===== config.mk =====
export PLATFORM = sky130hd
export DESIGN_NAME = tmc_mode_ctrl
export DESIGN_NICKNAME = d
export VERILOG_FILES = /design/src/tmc_pkg.sv /design/src/tmc_mode_ctrl.sv
export SDC_FILE = /design/constraint.sdc
export NUM_CORES = 1
export LEC_CHECK = 0
export ABC_CLOCK_PERIOD_IN_PS = 1150
export BUFFER_PORTS_ARGS = -buffer_cell sky130_fd_sc_hd__buf_2
export CAP_MARGIN = 30
export CORE_ASPECT_RATIO = 1.1
export CORE_MARGIN = 8
export CORE_UTILIZATION = 43
export DETAILED_ROUTE_END_ITERATION = 7
export GPL_TIMING_DRIVEN = 0
export PLACE_DENSITY_LB_ADDON = 0.1
export SLEW_MARGIN = 20
export SYNTH_ARGS = -nofsm -noshare
export SYNTH_HDL_FRONTEND = slang
export SYNTH_SLANG_ARGS = --single-unit

===== constraint.sdc =====
create_clock -name ref_clk -period 1.15 [get_ports ref_clk]
set_input_delay 0.115 -clock ref_clk [delete_from_list [all_inputs] [get_ports ref_clk]]
set_output_delay 0.115 -clock ref_clk [all_outputs]
set_load 0.01 [all_outputs]

===== src/tmc_pkg.sv =====
package tmc_pkg;

	// Register byte offsets
	localparam logic [3:0] TMC_GLOBAL_CFG_OFS  = 4'h0;
	localparam logic [3:0] TMC_FIRST_MODE_OFS  = 4'h4;
	localparam logic [3:0] TMC_SECOND_MODE_OFS = 4'h8;
	localparam logic [3:0] TMC_CONTROL_OFS     = 4'hC;

	// Reset values
	localparam logic [2:0]  TMC_GLOBAL_CFG_RST = 3'h0;
	localparam logic [3:0]  TMC_MODE_RST       = 4'h0;
	localparam logic [14:0] TMC_CONTROL_RST    = 15'h0000;

	// Mode register field positions
	localparam int TMC_MODE_FIELD_LSB = 0;
	localparam int TMC_CAPTURE_KIND_BIT = 2;
	localparam int TMC_ALT_MODE_BIT = 3;

	// Control register field positions
	localparam int TMC_FIRST_EN_BIT      = 0;
	localparam int TMC_FIRST_STALL_BIT   = 1;
	localparam int TMC_FIRST_EDGE_LSB    = 2;
	localparam int TMC_CLOCK_COUNT_BIT   = 4;
	localparam int TMC_FIRST_TRIG_BIT    = 5;
	localparam int TMC_FIRST_INV_BIT     = 6;
	localparam int TMC_SECOND_EN_BIT     = 8;
	localparam int TMC_SECOND_STALL_BIT  = 9;
	localparam int TMC_SECOND_EDGE_LSB   = 10;
	localparam int TMC_SECOND_TRIG_BIT   = 13;
	localparam int TMC_SECOND_INV_BIT    = 14;

	// Writable control bits; 12 and 7 stay zero
	localparam logic [14:0] TMC_CONTROL_WMASK = 15'h6F7F;

	// Mode field codes
	localparam logic [1:0] TMC_MODE_RESERVED = 2'h0;
	localparam logic [1:0] TMC_MODE_ONESHOT  = 2'h1;
	localparam logic [1:0] TMC_MODE_PERIODIC = 2'h2;
	localparam logic [1:0] TMC_MODE_CAPTURE  = 2'h3;

	// Edge select codes
	localparam logic [1:0] TMC_EDGE_RISE = 2'h0;
	localparam logic [1:0] TMC_EDGE_FALL = 2'h1;
	localparam logic [1:0] TMC_EDGE_RSVD = 2'h2;
	localparam logic [1:0] TMC_EDGE_BOTH = 2'h3;

	// Global configuration codes
	localparam logic [2:0] TMC_CFG_WIDE_TIMER = 3'h0;
	localparam logic [2:0] TMC_CFG_WIDE_CLOCK = 3'h1;

	typedef enum logic [1:0] {
		TMC_OP_OFF,
		TMC_OP_ONESHOT,
		TMC_OP_PERIODIC,
		TMC_OP_CAPTURE
	} tmc_op_e;

endpackage

===== src/tmc_mode_ctrl.sv =====
// Register access over Avalon-MM was chosen for this implementation.
`timescale 1ns/1ps
module tmc_mode_ctrl
	import tmc_pkg::*;
(
	input  wire logic        ref_clk,
	input  wire logic        rst,
	input  wire logic [3:0]  avsAddress,
	input  wire logic        avsRead,
	input  wire logic        avsWrite,
	input  wire logic [31:0] avsWriteData,
	input  wire logic [3:0]  avsByteEnable,
	output logic      [31:0] avsReadData,
	output logic             avsWaitRequest,
	input  wire logic        cpuHalted,
	output logic             wideMode,
	output logic             wideClockMode,
	output logic [1:0]       firstOp,
	output logic             firstPwm,
	output logic             firstEdgeTime,
	output logic [1:0]       secondOp,
	output logic             secondPwm,
	output logic             secondEdgeTime,
	output logic             firstRun,
	output logic             secondRun,
	output logic             firstRiseArm,
	output logic             firstFallArm,
	output logic             secondRiseArm,
	output logic             secondFallArm,
	output logic             firstTrigEn,
	output logic             secondTrigEn,
	output logic             firstInvert,
	output logic             secondInvert,
	output logic             clockCountEn
);

	typedef struct packed {
		logic [2:0]  cfg;
		logic [3:0]  firstMode;
		logic [3:0]  secondMode;
		logic [14:0] ctl;
		logic [1:0]  halt;
		logic        ack;
		logic        waitReq;
		logic [31:0] rdata;
		logic        wide;
		logic        wideClock;
		logic [1:0]  op1;
		logic        pwm1;
		logic        et1;
		logic [1:0]  op2;
		logic        pwm2;
		logic        et2;
		logic        run1;
		logic        run2;
		logic [3:0]  arm;
		logic [1:0]  trig;
		logic [1:0]  inv;
		logic        rtc;
	} tmc_state_s;

	tmc_state_s state_reg;
	tmc_state_s state_next;

	// Operating kind from a mode field; reserved code means no operation
	function automatic tmc_op_e tmc_decode_op(input logic [1:0] field);
		unique case (field)
			TMC_MODE_ONESHOT:  tmc_decode_op = TMC_OP_ONESHOT;
			TMC_MODE_PERIODIC: tmc_decode_op = TMC_OP_PERIODIC;
			TMC_MODE_CAPTURE:  tmc_decode_op = TMC_OP_CAPTURE;
			default:           tmc_decode_op = TMC_OP_OFF;
		endcase
	endfunction

	// Edge arms {fall, rise}; reserved code arms nothing
	function automatic logic [1:0] tmc_decode_edge(input logic [1:0] sel);
		unique case (sel)
			TMC_EDGE_RISE: tmc_decode_edge = 2'h1;
			TMC_EDGE_FALL: tmc_decode_edge = 2'h2;
			TMC_EDGE_BOTH: tmc_decode_edge = 2'h3;
			default:       tmc_decode_edge = 2'h0;
		endcase
	endfunction

	// Merge a write into a register under byte enables
	function automatic logic [31:0] tmc_merge(input logic [31:0] old, input logic [31:0] wd,
		input logic [3:0] be);
		logic [31:0] res;
		res = old;
		for (int i = 0; i < 4; i++) begin
			if (be[i]) begin
				res[i*8 +: 8] = wd[i*8 +: 8];
			end
		end
		tmc_merge = res;
	endfunction

	logic [1:0]  ctlEdge1;
	logic [1:0]  ctlEdge2;
	logic [3:0]  effSecondMode;
	logic        isWide;
	logic        busReq;
	logic        haltSync;

	// Bus, register update and decoded controls
	always_comb begin
		logic [31:0] merged;
		merged = 32'h0000_0000;
		state_next = state_reg;
		busReq = (avsRead || avsWrite) && !state_reg.ack;
		haltSync = state_reg.halt[1];
		state_next.halt = {state_reg.halt[0], cpuHalted};
		state_next.ack = busReq;
		state_next.waitReq = !busReq; // Own flop, so the pin needs no inverter
		// A write lands on the acknowledge edge, one cycle after the request arrives
		if (busReq && avsWrite) begin
			unique case (avsAddress)
				TMC_GLOBAL_CFG_OFS: begin
					merged = tmc_merge({29'h0, state_reg.cfg}, avsWriteData, avsByteEnable);
					state_next.cfg = merged[2:0];
				end
				TMC_FIRST_MODE_OFS: begin
					merged = tmc_merge({28'h0, state_reg.firstMode}, avsWriteData, avsByteEnable);
					state_next.firstMode = merged[3:0];
				end
				TMC_SECOND_MODE_OFS: begin
					merged = tmc_merge({28'h0, state_reg.secondMode}, avsWriteData,
						avsByteEnable);
					state_next.secondMode = merged[3:0];
				end
				TMC_CONTROL_OFS: begin
					merged = tmc_merge({17'h0, state_reg.ctl}, avsWriteData, avsByteEnable);
					state_next.ctl = merged[14:0] & TMC_CONTROL_WMASK;
				end
				default: begin
				end
			endcase
		end
		// Read data; unmapped offsets and reserved bits answer zero
		state_next.rdata = 32'h0000_0000;
		if (busReq && avsRead) begin
			unique case (avsAddress)
				TMC_GLOBAL_CFG_OFS:  state_next.rdata = {29'h0, state_reg.cfg};
				TMC_FIRST_MODE_OFS:  state_next.rdata = {28'h0, state_reg.firstMode};
				TMC_SECOND_MODE_OFS: state_next.rdata = {28'h0, state_reg.secondMode};
				TMC_CONTROL_OFS:     state_next.rdata = {17'h0, state_reg.ctl};
				default:             state_next.rdata = 32'h0000_0000;
			endcase
		end
		// Global configuration: codes 2 and 3 reserved, treated as split
		isWide = (state_reg.cfg == TMC_CFG_WIDE_TIMER) ||
			(state_reg.cfg == TMC_CFG_WIDE_CLOCK);
		state_next.wide = isWide;
		state_next.wideClock = (state_reg.cfg == TMC_CFG_WIDE_CLOCK);
		// In wide setup the second register is ignored in favour of the first
		effSecondMode = isWide ? state_reg.firstMode : state_reg.secondMode;
		state_next.op1 = tmc_decode_op(state_reg.firstMode[1:0]);
		state_next.pwm1 = state_reg.firstMode[TMC_ALT_MODE_BIT];
		state_next.et1 = state_reg.firstMode[TMC_CAPTURE_KIND_BIT];
		state_next.op2 = tmc_decode_op(effSecondMode[1:0]);
		state_next.pwm2 = effSecondMode[TMC_ALT_MODE_BIT];
		state_next.et2 = effSecondMode[TMC_CAPTURE_KIND_BIT];
		// Stall freezes only while the processor is halted
		state_next.run1 = state_reg.ctl[TMC_FIRST_EN_BIT] &&
			!(state_reg.ctl[TMC_FIRST_STALL_BIT] && haltSync);
		state_next.run2 = state_reg.ctl[TMC_SECOND_EN_BIT] &&
			!(state_reg.ctl[TMC_SECOND_STALL_BIT] && haltSync);
		ctlEdge1 = state_reg.ctl[TMC_FIRST_EDGE_LSB +: 2];
		ctlEdge2 = state_reg.ctl[TMC_SECOND_EDGE_LSB +: 2];
		state_next.arm = {tmc_decode_edge(ctlEdge2), tmc_decode_edge(ctlEdge1)};
		state_next.trig = {state_reg.ctl[TMC_SECOND_TRIG_BIT],
			state_reg.ctl[TMC_FIRST_TRIG_BIT]};
		state_next.inv = {state_reg.ctl[TMC_SECOND_INV_BIT],
			state_reg.ctl[TMC_FIRST_INV_BIT]};
		state_next.rtc = state_reg.ctl[TMC_CLOCK_COUNT_BIT];
	end

	// State register
	always_ff @(posedge ref_clk) begin
		if (rst) begin
			state_reg <= '0;
			state_reg.cfg <= TMC_GLOBAL_CFG_RST;
			state_reg.firstMode <= TMC_MODE_RST;
			state_reg.secondMode <= TMC_MODE_RST;
			state_reg.ctl <= TMC_CONTROL_RST;
			state_reg.waitReq <= 1'b1; // Idle bus shows wait
		end else begin
			state_reg <= state_next;
		end
	end

	// Waitrequest is low only in the acknowledge cycle, so every access takes two
	assign avsWaitRequest = state_reg.waitReq;
	assign avsReadData    = state_reg.rdata;
	assign wideMode       = state_reg.wide;
	assign wideClockMode  = state_reg.wideClock;
	assign firstOp        = state_reg.op1;
	assign firstPwm       = state_reg.pwm1;
	assign firstEdgeTime  = state_reg.et1;
	assign secondOp       = state_reg.op2;
	assign secondPwm      = state_reg.pwm2;
	assign secondEdgeTime = state_reg.et2;
	assign firstRun       = state_reg.run1;
	assign secondRun      = state_reg.run2;
	assign firstRiseArm   = state_reg.arm[0];
	assign firstFallArm   = state_reg.arm[1];
	assign secondRiseArm  = state_reg.arm[2];
	assign secondFallArm  = state_reg.arm[3];
	assign firstTrigEn    = state_reg.trig[0];
	assign secondTrigEn   = state_reg.trig[1];
	assign firstInvert    = state_reg.inv[0];
	assign secondInvert   = state_reg.inv[1];
	assign clockCountEn   = state_reg.rtc;

	// Mode field decode follows the register
	property p_second_op;
		@(posedge ref_clk) disable iff (rst)
		(!state_reg.wide && state_reg.secondMode[1:0] == 2'h2 &&
			$stable(state_reg.secondMode) && $stable(state_reg.cfg))
		|=> secondOp == TMC_OP_PERIODIC;
	endproperty
	a_second_op: assert property (p_second_op) else $error("second op decode wrong");

	property p_second_pwm;
		@(posedge ref_clk) disable iff (rst)
		(!state_reg.wide && $stable(state_reg.cfg)) |=> secondPwm == $past(state_reg.secondMode[3]);
	endproperty
	a_second_pwm: assert property (p_second_pwm) else $error("second pwm select wrong");

	property p_second_et;
		@(posedge ref_clk) disable iff (rst)
		(!state_reg.wide && $stable(state_reg.cfg)) |=> secondEdgeTime == $past(state_reg.secondMode[2]);
	endproperty
	a_second_et: assert property (p_second_et) else $error("second capture kind wrong");

	property p_wide_uses_first;
		@(posedge ref_clk) disable iff (rst)
		(state_reg.cfg == TMC_CFG_WIDE_TIMER) |=> secondPwm == $past(state_reg.firstMode[3]);
	endproperty
	a_wide_uses_first: assert property (p_wide_uses_first) else $error("wide mode source");

	property p_reserved_read;
		@(posedge ref_clk) disable iff (rst)
		!avsWaitRequest |-> (avsReadData[12] == 1'b0 && avsReadData[7] == 1'b0 &&
			avsReadData[31:15] == 17'h0);
	endproperty
	a_reserved_read: assert property (p_reserved_read) else $error("reserved bit read high");

	property p_ctl_write;
		@(posedge ref_clk) disable iff (rst)
		(avsWrite && avsWaitRequest && avsAddress == TMC_CONTROL_OFS && avsByteEnable == 4'hF)
		|=> state_reg.ctl == ($past(avsWriteData[14:0]) & TMC_CONTROL_WMASK);
	endproperty
	a_ctl_write: assert property (p_ctl_write) else $error("control write lost");

	property p_stall;
		@(posedge ref_clk) disable iff (rst)
		(state_reg.ctl[TMC_FIRST_STALL_BIT] && state_reg.halt[1]) |=> !firstRun;
	endproperty
	a_stall: assert property (p_stall) else $error("first timer runs while stalled");

	property p_enable;
		@(posedge ref_clk) disable iff (rst)
		(state_reg.ctl[TMC_SECOND_EN_BIT] && !state_reg.ctl[TMC_SECOND_STALL_BIT])
		|=> secondRun;
	endproperty
	a_enable: assert property (p_enable) else $error("second timer not running");

	property p_edge_both;
		@(posedge ref_clk) disable iff (rst)
		(state_reg.ctl[11:10] == TMC_EDGE_BOTH) |=> (secondRiseArm && secondFallArm);
	endproperty
	a_edge_both: assert property (p_edge_both) else $error("second both edges not armed");

	property p_edge_rsvd;
		@(posedge ref_clk) disable iff (rst)
		(state_reg.ctl[3:2] == TMC_EDGE_RSVD) |=> !(firstRiseArm || firstFallArm);
	endproperty
	a_edge_rsvd: assert property (p_edge_rsvd) else $error("reserved edge armed");

	property p_rtc;
		@(posedge ref_clk) disable iff (rst)
		$rose(state_reg.ctl[TMC_CLOCK_COUNT_BIT]) |=> clockCountEn;
	endproperty
	a_rtc: assert property (p_rtc) else $error("clock count enable late");

	// Each control flag reaches its output one cycle after the register
	property p_second_inv;
		@(posedge ref_clk) disable iff (rst)
		1'b1 |=> secondInvert == $past(state_reg.ctl[TMC_SECOND_INV_BIT]);
	endproperty
	a_second_inv: assert property (p_second_inv) else $error("second invert wrong");

	property p_second_trig;
		@(posedge ref_clk) disable iff (rst)
		1'b1 |=> secondTrigEn == $past(state_reg.ctl[TMC_SECOND_TRIG_BIT]);
	endproperty
	a_second_trig: assert property (p_second_trig) else $error("second trigger wrong");

	property p_first_inv;
		@(posedge ref_clk) disable iff (rst)
		1'b1 |=> firstInvert == $past(state_reg.ctl[TMC_FIRST_INV_BIT]);
	endproperty
	a_first_inv: assert property (p_first_inv) else $error("first invert wrong");

	property p_first_trig;
		@(posedge ref_clk) disable iff (rst)
		1'b1 |=> firstTrigEn == $past(state_reg.ctl[TMC_FIRST_TRIG_BIT]);
	endproperty
	a_first_trig: assert property (p_first_trig) else $error("first trigger wrong");

	property p_second_stall;
		@(posedge ref_clk) disable iff (rst)
		(state_reg.ctl[TMC_SECOND_STALL_BIT] && state_reg.halt[1]) |=> !secondRun;
	endproperty
	a_second_stall: assert property (p_second_stall) else $error("second not stalled");

	property p_first_off;
		@(posedge ref_clk) disable iff (rst)
		!state_reg.ctl[TMC_FIRST_EN_BIT] |=> !firstRun;
	endproperty
	a_first_off: assert property (p_first_off) else $error("first timer runs while off");

	property p_edge_fall;
		@(posedge ref_clk) disable iff (rst)
		(state_reg.ctl[TMC_FIRST_EDGE_LSB +: 2] == TMC_EDGE_FALL)
		|=> (firstFallArm && !firstRiseArm);
	endproperty
	a_edge_fall: assert property (p_edge_fall) else $error("first falling edge wrong");

	// Clock counter setup is only code 1 of the global field
	property p_wide_clock;
		@(posedge ref_clk) disable iff (rst)
		1'b1 |=> wideClockMode == ($past(state_reg.cfg) == TMC_CFG_WIDE_CLOCK);
	endproperty
	a_wide_clock: assert property (p_wide_clock) else $error("wide clock decode wrong");

endmodule


==> impl_metrics.csv, run 1 <==
group,metric,value,unit
run_status,status,"finished, final reports clean",
clock_tree,clk_pin_slew,0.07,ns
layout,n_fill_cell,564,
floorplanning,coreArea,5730,um2
synthesis,synth.mux.area_fraction,0.0486,
timing,hold_violations,0,
power_and_ir_drop,ir_worst_vdd,0.655,mV
power_and_ir_drop,power_switching_share,0.212,
timing,fin_crit,1.15,ns
synthesis,synth-simple-area-share,0.186,
timing,tns,0,ns
floorplanning,rows,29,
min_path,timing.hold.worst.class,"in -> reg",
power_and_ir_drop,p_clk_frac,0.470,
worst_setup_path,critPathKind,"reg -> reg",
power_and_ir_drop,p_int,0.00370,W
drt,drc,0,
place,place.gp.congestion,0.819,
worst_setup_path,end_kind,"flip-flop",
synthesis,synthCells,271,
power_and_ir_drop,seq_power_share,0.464,
power_and_ir_drop,power.density,1420,nW/um2
timing,tightest_slew,0.710,ns
global_route,grt_pass1_vias,1909,
worst_setup_path,cp.arrival,1.41,ns
place,port_buffers,58,
synthesis,synth_compound_area_frac,0.101,
drt,wl_per_cell,13.6,um
floorplanning,die_width,89.4,um
floorplanning,io_pins,99,
timing,hold_slack,0.0270,ns
timing,fin_crit_sh,1.00,
timing,rsz0062_at_grt,"true",
synthesis,yosysWarnings,0,
drt,via_per_inst,4.55,
drt,first_pass_iters,4,
synthesis,ys_seq_elements,62,
clock_tree,clockBufferDepth,2,
layout,seq_area,1250,um2
worst_setup_path,crit_fanout,5,
drt,ant_nets,0,
floorplanning,die-area,8640,um2
timing,setup_viol,0,
floorplanning,dieHeight,96.7,um
global_route,gr-total-overflow,0,
clock_tree,cts_root_buf,"clkbuf_8",
floorplanning,start_util,0.444,
clock_tree,cts.sinks,62,
synthesis,synth_seq_area_share,0.487,
drt,routed_wirelength,5990,um
global_route,grt_max_degree,11,
synthesis,synth-xor-area-share,0,
worst_setup_path,rrSetupSlack,0.0004,ns
worst_setup_path,required,1.41,ns
power_and_ir_drop,power.net_switching,0.000993,W
synthesis,yosysUniqueCellTypes,32,
timing,slew_viol_final,0,
layout,nets,411,
power_and_ir_drop,leakage,1.58,nW
run,maxCapViolCount,0,
timing,slew_headroom,0.523,
layout,largest_reg_flops,14,
synthesis,synth-edff-count,0,
timing,max_freq,870,MHz
clock_tree,numCtsBuffers,9,
power_and_ir_drop,p_comb_frac,0.065,
drt,vias,2009,
drt,drt_iter0_drc,84,
timing,finClkSkew,0.00577,ns
global_route,grt_pass1_wl,9200,um
synthesis,synthAdderAreaFrac,0.0295,
worst_setup_path,start_kind,"flip-flop",
layout,drive_gt1_frac,0.370,
global_route,grt_use_total,0.141,
global_route,antenna_found_initial,0,
place,hpwl,4290,um
synthesis,ys_async_sr_fraction,0,
clock_tree,clock_latency,0.34,ns
clock_tree,tritoncts,"done",
synthesis,synth_area,2550,um2
synthesis,synth_ff_type,"dfxtp_1",
synthesis,synth_top_family_by_area,"simple AND/OR/NAND/NOR gates",
synthesis,synth.avg_cell_area,9.40,um2
layout,diodes,0,
clock_tree,cts_max_level,3,
layout,syn_to_final_growth,30.0,%
layout,multi_input_area,1030,um2
==> power groups by stage <==
stage | clock network, W | registers [W] | logic (W)
after CTS | 0.00226 | 0.00218 | 0.000296
after global placement | 0 | 0.00223 | 0.000284
after global routing | 0.00235 | 0.00218 | 0.000335
after floorplan | 0 | 0.00223 | 0.000175
final | 0.00221 | 0.00218 | 0.000307
after detailed placement | 0 | 0.00223 | 0.000283
==> cell families (layout without fill, tap and decap cells) <==
group	count (synthesis)	after routing
and+or+nand+nor	81	81
DFF	62	62
buffers and inverters	60	136
AOI/OAI and AO/OA	49	49
muxes	12	12
adders and majority gates	6	6
other	1	19
==> cell usage after synthesis (4+ instances only) <==
cell	n	area [um2]
a21oi_1	20	100
and2_1	10	62.6
buf_4	36	270
clkbuf_1	9	33.8
dfxtp_1	62	1240
ha_1	6	75.1
inv_1	11	41.3
mux2i_1	9	90.1
nand2_1	8	30.0
nand2b_1	12	75.1
nand3_1	18	90.1
nor2_1	5	18.8
nor2b_1	12	75.1
nor3_1	4	20.0
o21ai_0	21	105
==> layout by cell type, fill, tap and decap left out, types with 2 or more instances in the layout <==
cell       count
nor3_1         4
mux2_2         3
a21oi_1       18
inv_1         11
dfxtp_1       60
nand2_1        7
nor2_1         5
nand2b_1      12
o21ai_2        2
nand3_1       17
buf_6          2
o21ai_1        7
a22oi_1        2
bufinv_16      2
a21oi_2        2
and2_1        10
clkbuf_8      13
nand3b_1       2
o21ai_0       15
a211oi_1       2
and3b_1        2
conb_1        19
buf_4         38
buf_2         61
clkbuf_2       4
ha_1           6
nor2b_1       12
clkbuf_1       3
mux2i_1        9
==> final timing paths <==
kind | start | to | cells after the start
worst max-delay path | state_reg[54] | state_next[16] | 4
worst min-delay path | avsWriteData[9] | state_reg[66] | 3
worst max register to register | state_reg[54] | state_next[16] | 4
worst min register to register | state_reg[65] | secondRun | 2
==> per-layer routing <==
metal,global-route usage,wire length (um),vias up
met3,0.0372,353,12
met2,0.215,2760,66
met5,0,0,-
li1,-,-,1031
met1,0.164,2710,900
met4,0.101,173,0
==> worst max-delay path: stages, from the launching register on <==
cell and delay [ns]:
dfxtp_2 0.33, and3b_1 0.21, clkbuf_8 0.14, and3_4 0.20, mux2i_1 0.19
==> per-stage QoR <==
step	instance area [um2]	util	power, W	setup WS (ns)	instances
floorplan	2620	-	0.00241	0.0195	289
global placement	3000	0.524	0.00251	-0.514	424
detailed placement	3000	0.524	0.00251	-0.496	424
CTS	3280	0.571	0.00474	-0.00729	442
global route	3310	0.577	0.00486	-0.0740	442
finish	3310	0.577	0.00469	0.000374	442
==> what timing repair did <==
action | 4_1_cts | 5_1_grt
endpoints found under the hold margin | 1 | 0
hold buffers | 1 | 0
setup endpoints to repair | 29 | 21
setup buffers | 1 | 1
pin swaps | 0 | 1
resized for setup | 9 | 20
==> area by class of cell <==
type                            count  area share
Clock buffer                       13      0.0510
Clock inverter                      3      0.0197
Timing Repair Buffer               61      0.0964
Sequential cell                    62       0.376
Multi-Input combinational cell    167       0.311
Tap cell                           77      0.0291
Buffer                             48       0.104
Inverter                           11      0.0125
(Power assumes the default switching activity.)
==> run 2: changes to the inputs <==
CELL_PAD_IN_SITES_DETAIL_PLACEMENT = 1   (was default)
CELL_PAD_IN_SITES_GLOBAL_PLACEMENT = 1   (was default)
CORE_UTILIZATION = 32   (was 43)
SLEW_MARGIN = default   (was 20)
==> impl_metrics.csv, run 2 (synthesis gave the netlist of run 1 again) <==
group,metric,value,unit
drt,via_per_inst,4.37,
worst_setup_path,required,1.42,ns
global_route,grt_pass1_wl,11500,um
place,port_buffers,58,
timing,tightest_slew,0.682,ns
power_and_ir_drop,ir_worst_vdd,0.609,mV
global_route,gr-total-overflow,0,
clock_tree,clock_latency,0.34,ns
place,place.gp.congestion,0.718,
power_and_ir_drop,power_switching_share,0.240,
timing,setup_ws,-0.0720,ns
floorplanning,coreArea,7830,um2
timing,fin_crit_sh,1.06,
worst_setup_path,path_cells,"nand3b_1, buf_4, or2_4, o21ai_2",
layout,drive_gt1_frac,0.392,
global_route,grt_pass1_vias,2321,
timing,max_freq,818,MHz
clock_tree,clockBufferDepth,2,
min_path,timing.hold.worst.class,"in -> reg",
worst_setup_path,crit_fanout,5,
worst_setup_path,reg2reg_depth,4,
timing,hold_violations,0,
run,maxCapViolCount,0,
clock_tree,cts_max_level,3,
timing,slew_headroom,0.544,
place,place_area,3040,um2
clock_tree,cts.sinks,62,
min_path,min_path_cells,3,
layout,final_common_cell,"dfxtp_1",
min_path,hold_end,"ctlEdge2[0]",
floorplanning,start_util,0.325,
layout,largest_reg_flops,14,
drt,drt_iter0_drc,52,
layout,layout_common_cells,"60 x dfxtp_1, 59 x buf_2, 40 x buf_4",
place,hpwl,5050,um
place,dp.cells,455,
power_and_ir_drop,p_comb_frac,0.073,
worst_setup_path,end_kind,"flip-flop",
run_status,status,"complete, but fails checks",
drt,routed_wirelength,6920,um
floorplanning,rows,34,
place,preCtsSetupSlack,-0.618,ns
timing,rsz0062_at_grt,"true",
drt,ant_nets,0,
worst_setup_path,reg2reg_from,"state_reg[54]",
worst_setup_path,cp_slowest_stage_delay,0.33,ns
power_and_ir_drop,p_clk_frac,0.460,
timing,fin_crit,1.22,ns
drt,vias,2077,
power_and_ir_drop,seq_power_share,0.467,
clock_tree,clk_pin_slew,0.08,ns
timing,finClkSkew,0.00717,ns
worst_setup_path,crit_buf_inv,1,
global_route,grt_max_degree,13,
layout,instances_no_fill,475,
worst_setup_path,rrSetupSlack,-0.07,ns
drt,first_pass_iters,4,
layout,syn_to_final_growth,34.6,%
timing,tns,-0.408,ns
timing,slew_viol_final,0,
worst_setup_path,worst_path_max_delay_cell,"dfxtp_2",
power_and_ir_drop,leakage,1.60,nW
floorplanning,io_pins,99,
floorplanning,die-area,11100,um2
layout,diodes,0,
timing,setup_viol,11,
floorplanning,dieHeight,110,um
layout,nets,413,
worst_setup_path,worstReg2RegEnd,"state_reg[81]",
worst_setup_path,start_kind,"flip-flop",
global_route,grt_use_total,0.133,
run_status,failed_checks,"negative setup slack",
timing,hold_slack,0.0204,ns
drt,drc,0,
layout,design_area,3430,um2
worst_setup_path,critPathKind,"reg -> reg",
power_and_ir_drop,power.density,1360,nW/um2
clock_tree,cts_root_buf,"clkbuf_8",
clock_tree,numCtsBuffers,9,
worst_setup_path,cp.arrival,1.49,ns
power_and_ir_drop,p_int,0.00354,W
power_and_ir_drop,power.net_switching,0.00112,W
floorplanning,die_width,101,um
worst_setup_path,critPathTopFamily,"simple AND/OR/NAND/NOR gates",
global_route,antenna_found_initial,0,
clock_tree,tritoncts,"done",
min_path,min-delay-start,"avsWriteData[10]",
drt,wl_per_cell,14.6,um
[run 2: cell types whose count changed in the layout (fill, tap and decap cells not counted), moves of 2 or more]
cell	previous run	this run
buf_2	61	59
buf_4	38	40
clkbuf_4	0	2
clkbuf_8	13	10
clkinv_4	0	3
o21ai_1	7	2
o21ai_2	2	5
[run 2: how the worst max path moves through the flow]
stage	from	to	slack, ns	depth (start not counted)
final	state_reg[54]	state_reg[81]	-0.07	4
after global routing	state_reg[54]	state_reg[80]	-0.12	4
after CTS	state_reg[54]	state_next[0]	-0.06	4
after detailed placement	rst	firstRun	-0.62	5
after global placement	rst	firstRun	-0.63	5
after floorplan	avsAddress[2]	state_reg[82]	0.02	4
[run 2: cell type report]
type	count	area [um2]
Buffer	48	358
Clock buffer	9	124
Clock inverter	7	98.8
Fill cell	980	4400
Inverter	11	41.3
Multi-Input combinational cell	167	1090
Sequential cell	62	1250
Tap cell	108	135
Timing Repair Buffer	63	330
[run 2: power by group through the flow]
| stage | registers (W) | clock network [W] | logic (W) |
|---|---|---|---|
| after global placement | 0.00223 | 0 | 0.000293 |
| after detailed placement | 0.00223 | 0 | 0.000292 |
| after floorplan | 0.00223 | 0 | 0.000175 |
| final | 0.00218 | 0.00214 | 0.000342 |
| after global routing | 0.00218 | 0.00231 | 0.000374 |
| after CTS | 0.00218 | 0.00221 | 0.000321 |
[run 2: worst register-to-register path: cells and delay by family (launching register included)]
kind	cells	cell delay, ns
buffers and inverters	1	0.20
flip-flops	1	0.33
AND/OR/NAND/NOR	2	0.51
AO/OA/AOI/OAI	1	0.11
[run 2: timing repair]
item | CTS | global route
cloned | 1 | 0
pin swaps | 1 | 6
buffers inserted | 2 | 1
hold endpoints to repair | 1 | 0
gates resized for setup | 18 | 22
endpoints found under the setup margin | 32 | 33
hold buffers | 1 | 0
[run 2: stage by stage]
step	utilization	power (W)
floorplan	-	0.00241
global placement	0.388	0.00252
detailed placement	0.388	0.00252
CTS	0.428	0.00471
global route	0.438	0.00486
finish	0.438	0.00466
[run 2: metal layers]
| metal | part of all wire | up-vias | track usage |
|---|---|---|---|
| met4 | 0.0094 | 0 | 0.0501 |
| li1 | - | 1036 | - |
| met1 | 0.41 | 986 | 0.141 |
| met2 | 0.52 | 48 | 0.238 |
| met3 | 0.054 | 7 | 0.0450 |
| met5 | 0 | - | 0 |
==> run 3: changes to the inputs <==
BUFFER_PORTS_ARGS = default   (was -buffer_cell sky130_fd_sc_hd__buf_2)
CORE_UTILIZATION = 41   (was 32)
DONT_BUFFER_PORTS = 1   (was default)
==> impl_metrics.csv, run 3 (synthesis gave the netlist of run 1 again) <==
group,metric,value,unit
drt,drt_iter0_drc,60,
timing,fin_crit_sh,1.01,
power_and_ir_drop,p_total,0.00432,W
layout,drive_gt1_frac,0.229,
place,place.gp.congestion,0.812,
floorplanning,rows,30,
floorplanning,start_util,0.419,
clock_tree,tritoncts,"done",
floorplanning,dieHeight,98.7,um
timing,hold_violations,0,
clock_tree,cts_root_buf,"clkbuf_8",
layout,diodes,0,
timing,tns,-0.0197,ns
power_and_ir_drop,power_switching_share,0.233,
floorplanning,die_width,91.1,um
run_status,failed_checks,"negative setup slack",
worst_setup_path,cp.arrival,1.43,ns
floorplanning,io_pins,99,
worst_setup_path,start_kind,"flip-flop",
worst_setup_path,required,1.42,ns
worst_setup_path,critPathKind,"reg -> reg",
timing,tightest_slew,0.673,ns
layout,final_common_cell,"dfxtp_1",
place,preCtsSetupSlack,-0.353,ns
min_path,hold_end,"state_reg[81]",
place,hpwl,4700,um
place,place_area,2720,um2
worst_setup_path,critPathTopFamily,"simple AND/OR/NAND/NOR gates",
timing,finClkSkew,0.0156,ns
power_and_ir_drop,seq_power_share,0.506,
timing,setup_viol,2,
global_route,antenna_found_initial,0,
clock_tree,clock_latency,0.34,ns
global_route,grt_pass1_wl,10600,um
layout,layout_common_cells,"60 x dfxtp_1, 38 x buf_4, 20 x dlygate4sd3_1",
min_path,min_path_cells,2,
worst_setup_path,reg2reg_from,"state_reg[54]",
global_route,grt_pass1_vias,2171,
worst_setup_path,worstReg2RegEnd,"state_next[15]",
power_and_ir_drop,power.density,1360,nW/um2
drt,drc,0,
worst_setup_path,reg2reg_depth,4,
drt,vias,1952,
layout,design_area,3170,um2
layout,syn_to_final_growth,24.7,%
clock_tree,cts_max_level,3,
power_and_ir_drop,leakage,1.36,nW
layout,n_fill_cell,721,
timing,setup_ws,-0.0130,ns
timing,max_freq,860,MHz
worst_setup_path,crit_buf_inv,1,
drt,first_pass_iters,4,
clock_tree,clockBufferDepth,2,
global_route,grt_max_degree,12,
drt,routed_wirelength,6500,um
run,maxCapViolCount,0,
timing,slew_viol_final,0,
power_and_ir_drop,p_clk_frac,0.425,
timing,hold_slack,0.0159,ns
layout,nets,373,
floorplanning,coreArea,6080,um2
global_route,gr-total-overflow,0,
floorplanning,die-area,8990,um2
drt,via_per_inst,4.80,
run_status,status,"complete, but fails checks",
clock_tree,clk_pin_slew,0.08,ns
drt,wl_per_cell,16.0,um
clock_tree,numCtsBuffers,9,
worst_setup_path,crit_fanout,7,
timing,fin_crit,1.16,ns
timing,rsz0062_at_grt,"true",
power_and_ir_drop,p_int,0.00331,W
worst_setup_path,worst_path_max_delay_cell,"dfxtp_2",
worst_setup_path,rrSetupSlack,-0.01,ns
power_and_ir_drop,ir_worst_vdd,0.590,mV
layout,largest_reg_flops,14,
min_path,timing.hold.worst.class,"in -> reg",
global_route,grt_use_total,0.149,
drt,ant_nets,0,
power_and_ir_drop,p_comb_frac,0.069,
power_and_ir_drop,power.net_switching,0.00101,W
worst_setup_path,end_kind,"flip-flop",
timing,slew_headroom,0.545,
min_path,min-delay-start,"avsWriteData[1]",
worst_setup_path,path_cells,"and3b_1, buf_8, and3_4, mux2i_1",
worst_setup_path,cp_slowest_stage_delay,0.34,ns
clock_tree,cts.sinks,62,
place,port_buffers,0,
-- run 3: cell types whose count changed in the layout (fill, tap and decap cells not counted), moves of 3 or more --
| cell | delta |
|---|---|
| buf_2 | -57 |
| dlygate4sd3_1 | +19 |
| o21ai_1 | +7 |
| o21ai_2 | -5 |
| clkbuf_1 | +3 |
| clkinv_4 | -3 |
-- run 3: worst max-delay path by stage --
stage	from	end	slack [ns]	cells after the start
finish	state_reg[54]	state_next[15]	-0.01	4
CTS	state_reg[54]	state_next[15]	-0.002	4
global placement	rst	firstRun	-0.36	4
detailed placement	rst	state_next[3]	-0.35	4
floorplan	avsAddress[2]	state_reg[82]	0.02	4
global route	state_reg[54]	state_next[15]	-0.04	4
-- run 3: area by class of cell --
class	instances	area, um2	share of cell area
Buffer	48	347	0.109
Timing Repair Buffer	23	226	0.0713
Tap cell	80	100	0.0315
Sequential cell	62	1250	0.393
Multi-Input combinational cell	167	1020	0.323
Inverter	11	41.3	0.0130
Clock buffer	10	128	0.0402
Clock inverter	6	61.3	0.0193
-- run 3: layer usage --
metal  part of all wire  vias up  GRT usage  wire length (um)
met3              0.053       16     0.0441               346
met2               0.48       57      0.255              3110
met4              0.030        0     0.0858               197
met1               0.44      924      0.159              2850
met5                  0        -          0                 0
li1                   -      955          -                 -
-- run 3: per-stage QoR --
stage / std cells / util
6_report: 407 / 0.522
2_1_floorplan: 289 / -
3_5_place_dp: 369 / 0.447
4_1_cts: 407 / 0.517
3_3_place_gp: 369 / 0.447
5_1_grt: 407 / 0.522
-- run 3: what timing repair did --
action	CTS	global route
setup endpoints to repair	19	38
hold buffers	20	0
cloned	0	0
pin swaps	1	2
endpoints found under the hold margin	21	0
resized for setup	9	17
setup buffers	2	1
-- run 3: power groups by stage --
stage / registers, W / clock network [W] / logic [W]
floorplan: 0.00223 / 0 / 0.000175
global route: 0.00219 / 0.00198 / 0.000321
finish: 0.00219 / 0.00183 / 0.000296
CTS: 0.00219 / 0.00188 / 0.000287
global placement: 0.00224 / 0 / 0.000212
detailed placement: 0.00224 / 0 / 0.000213
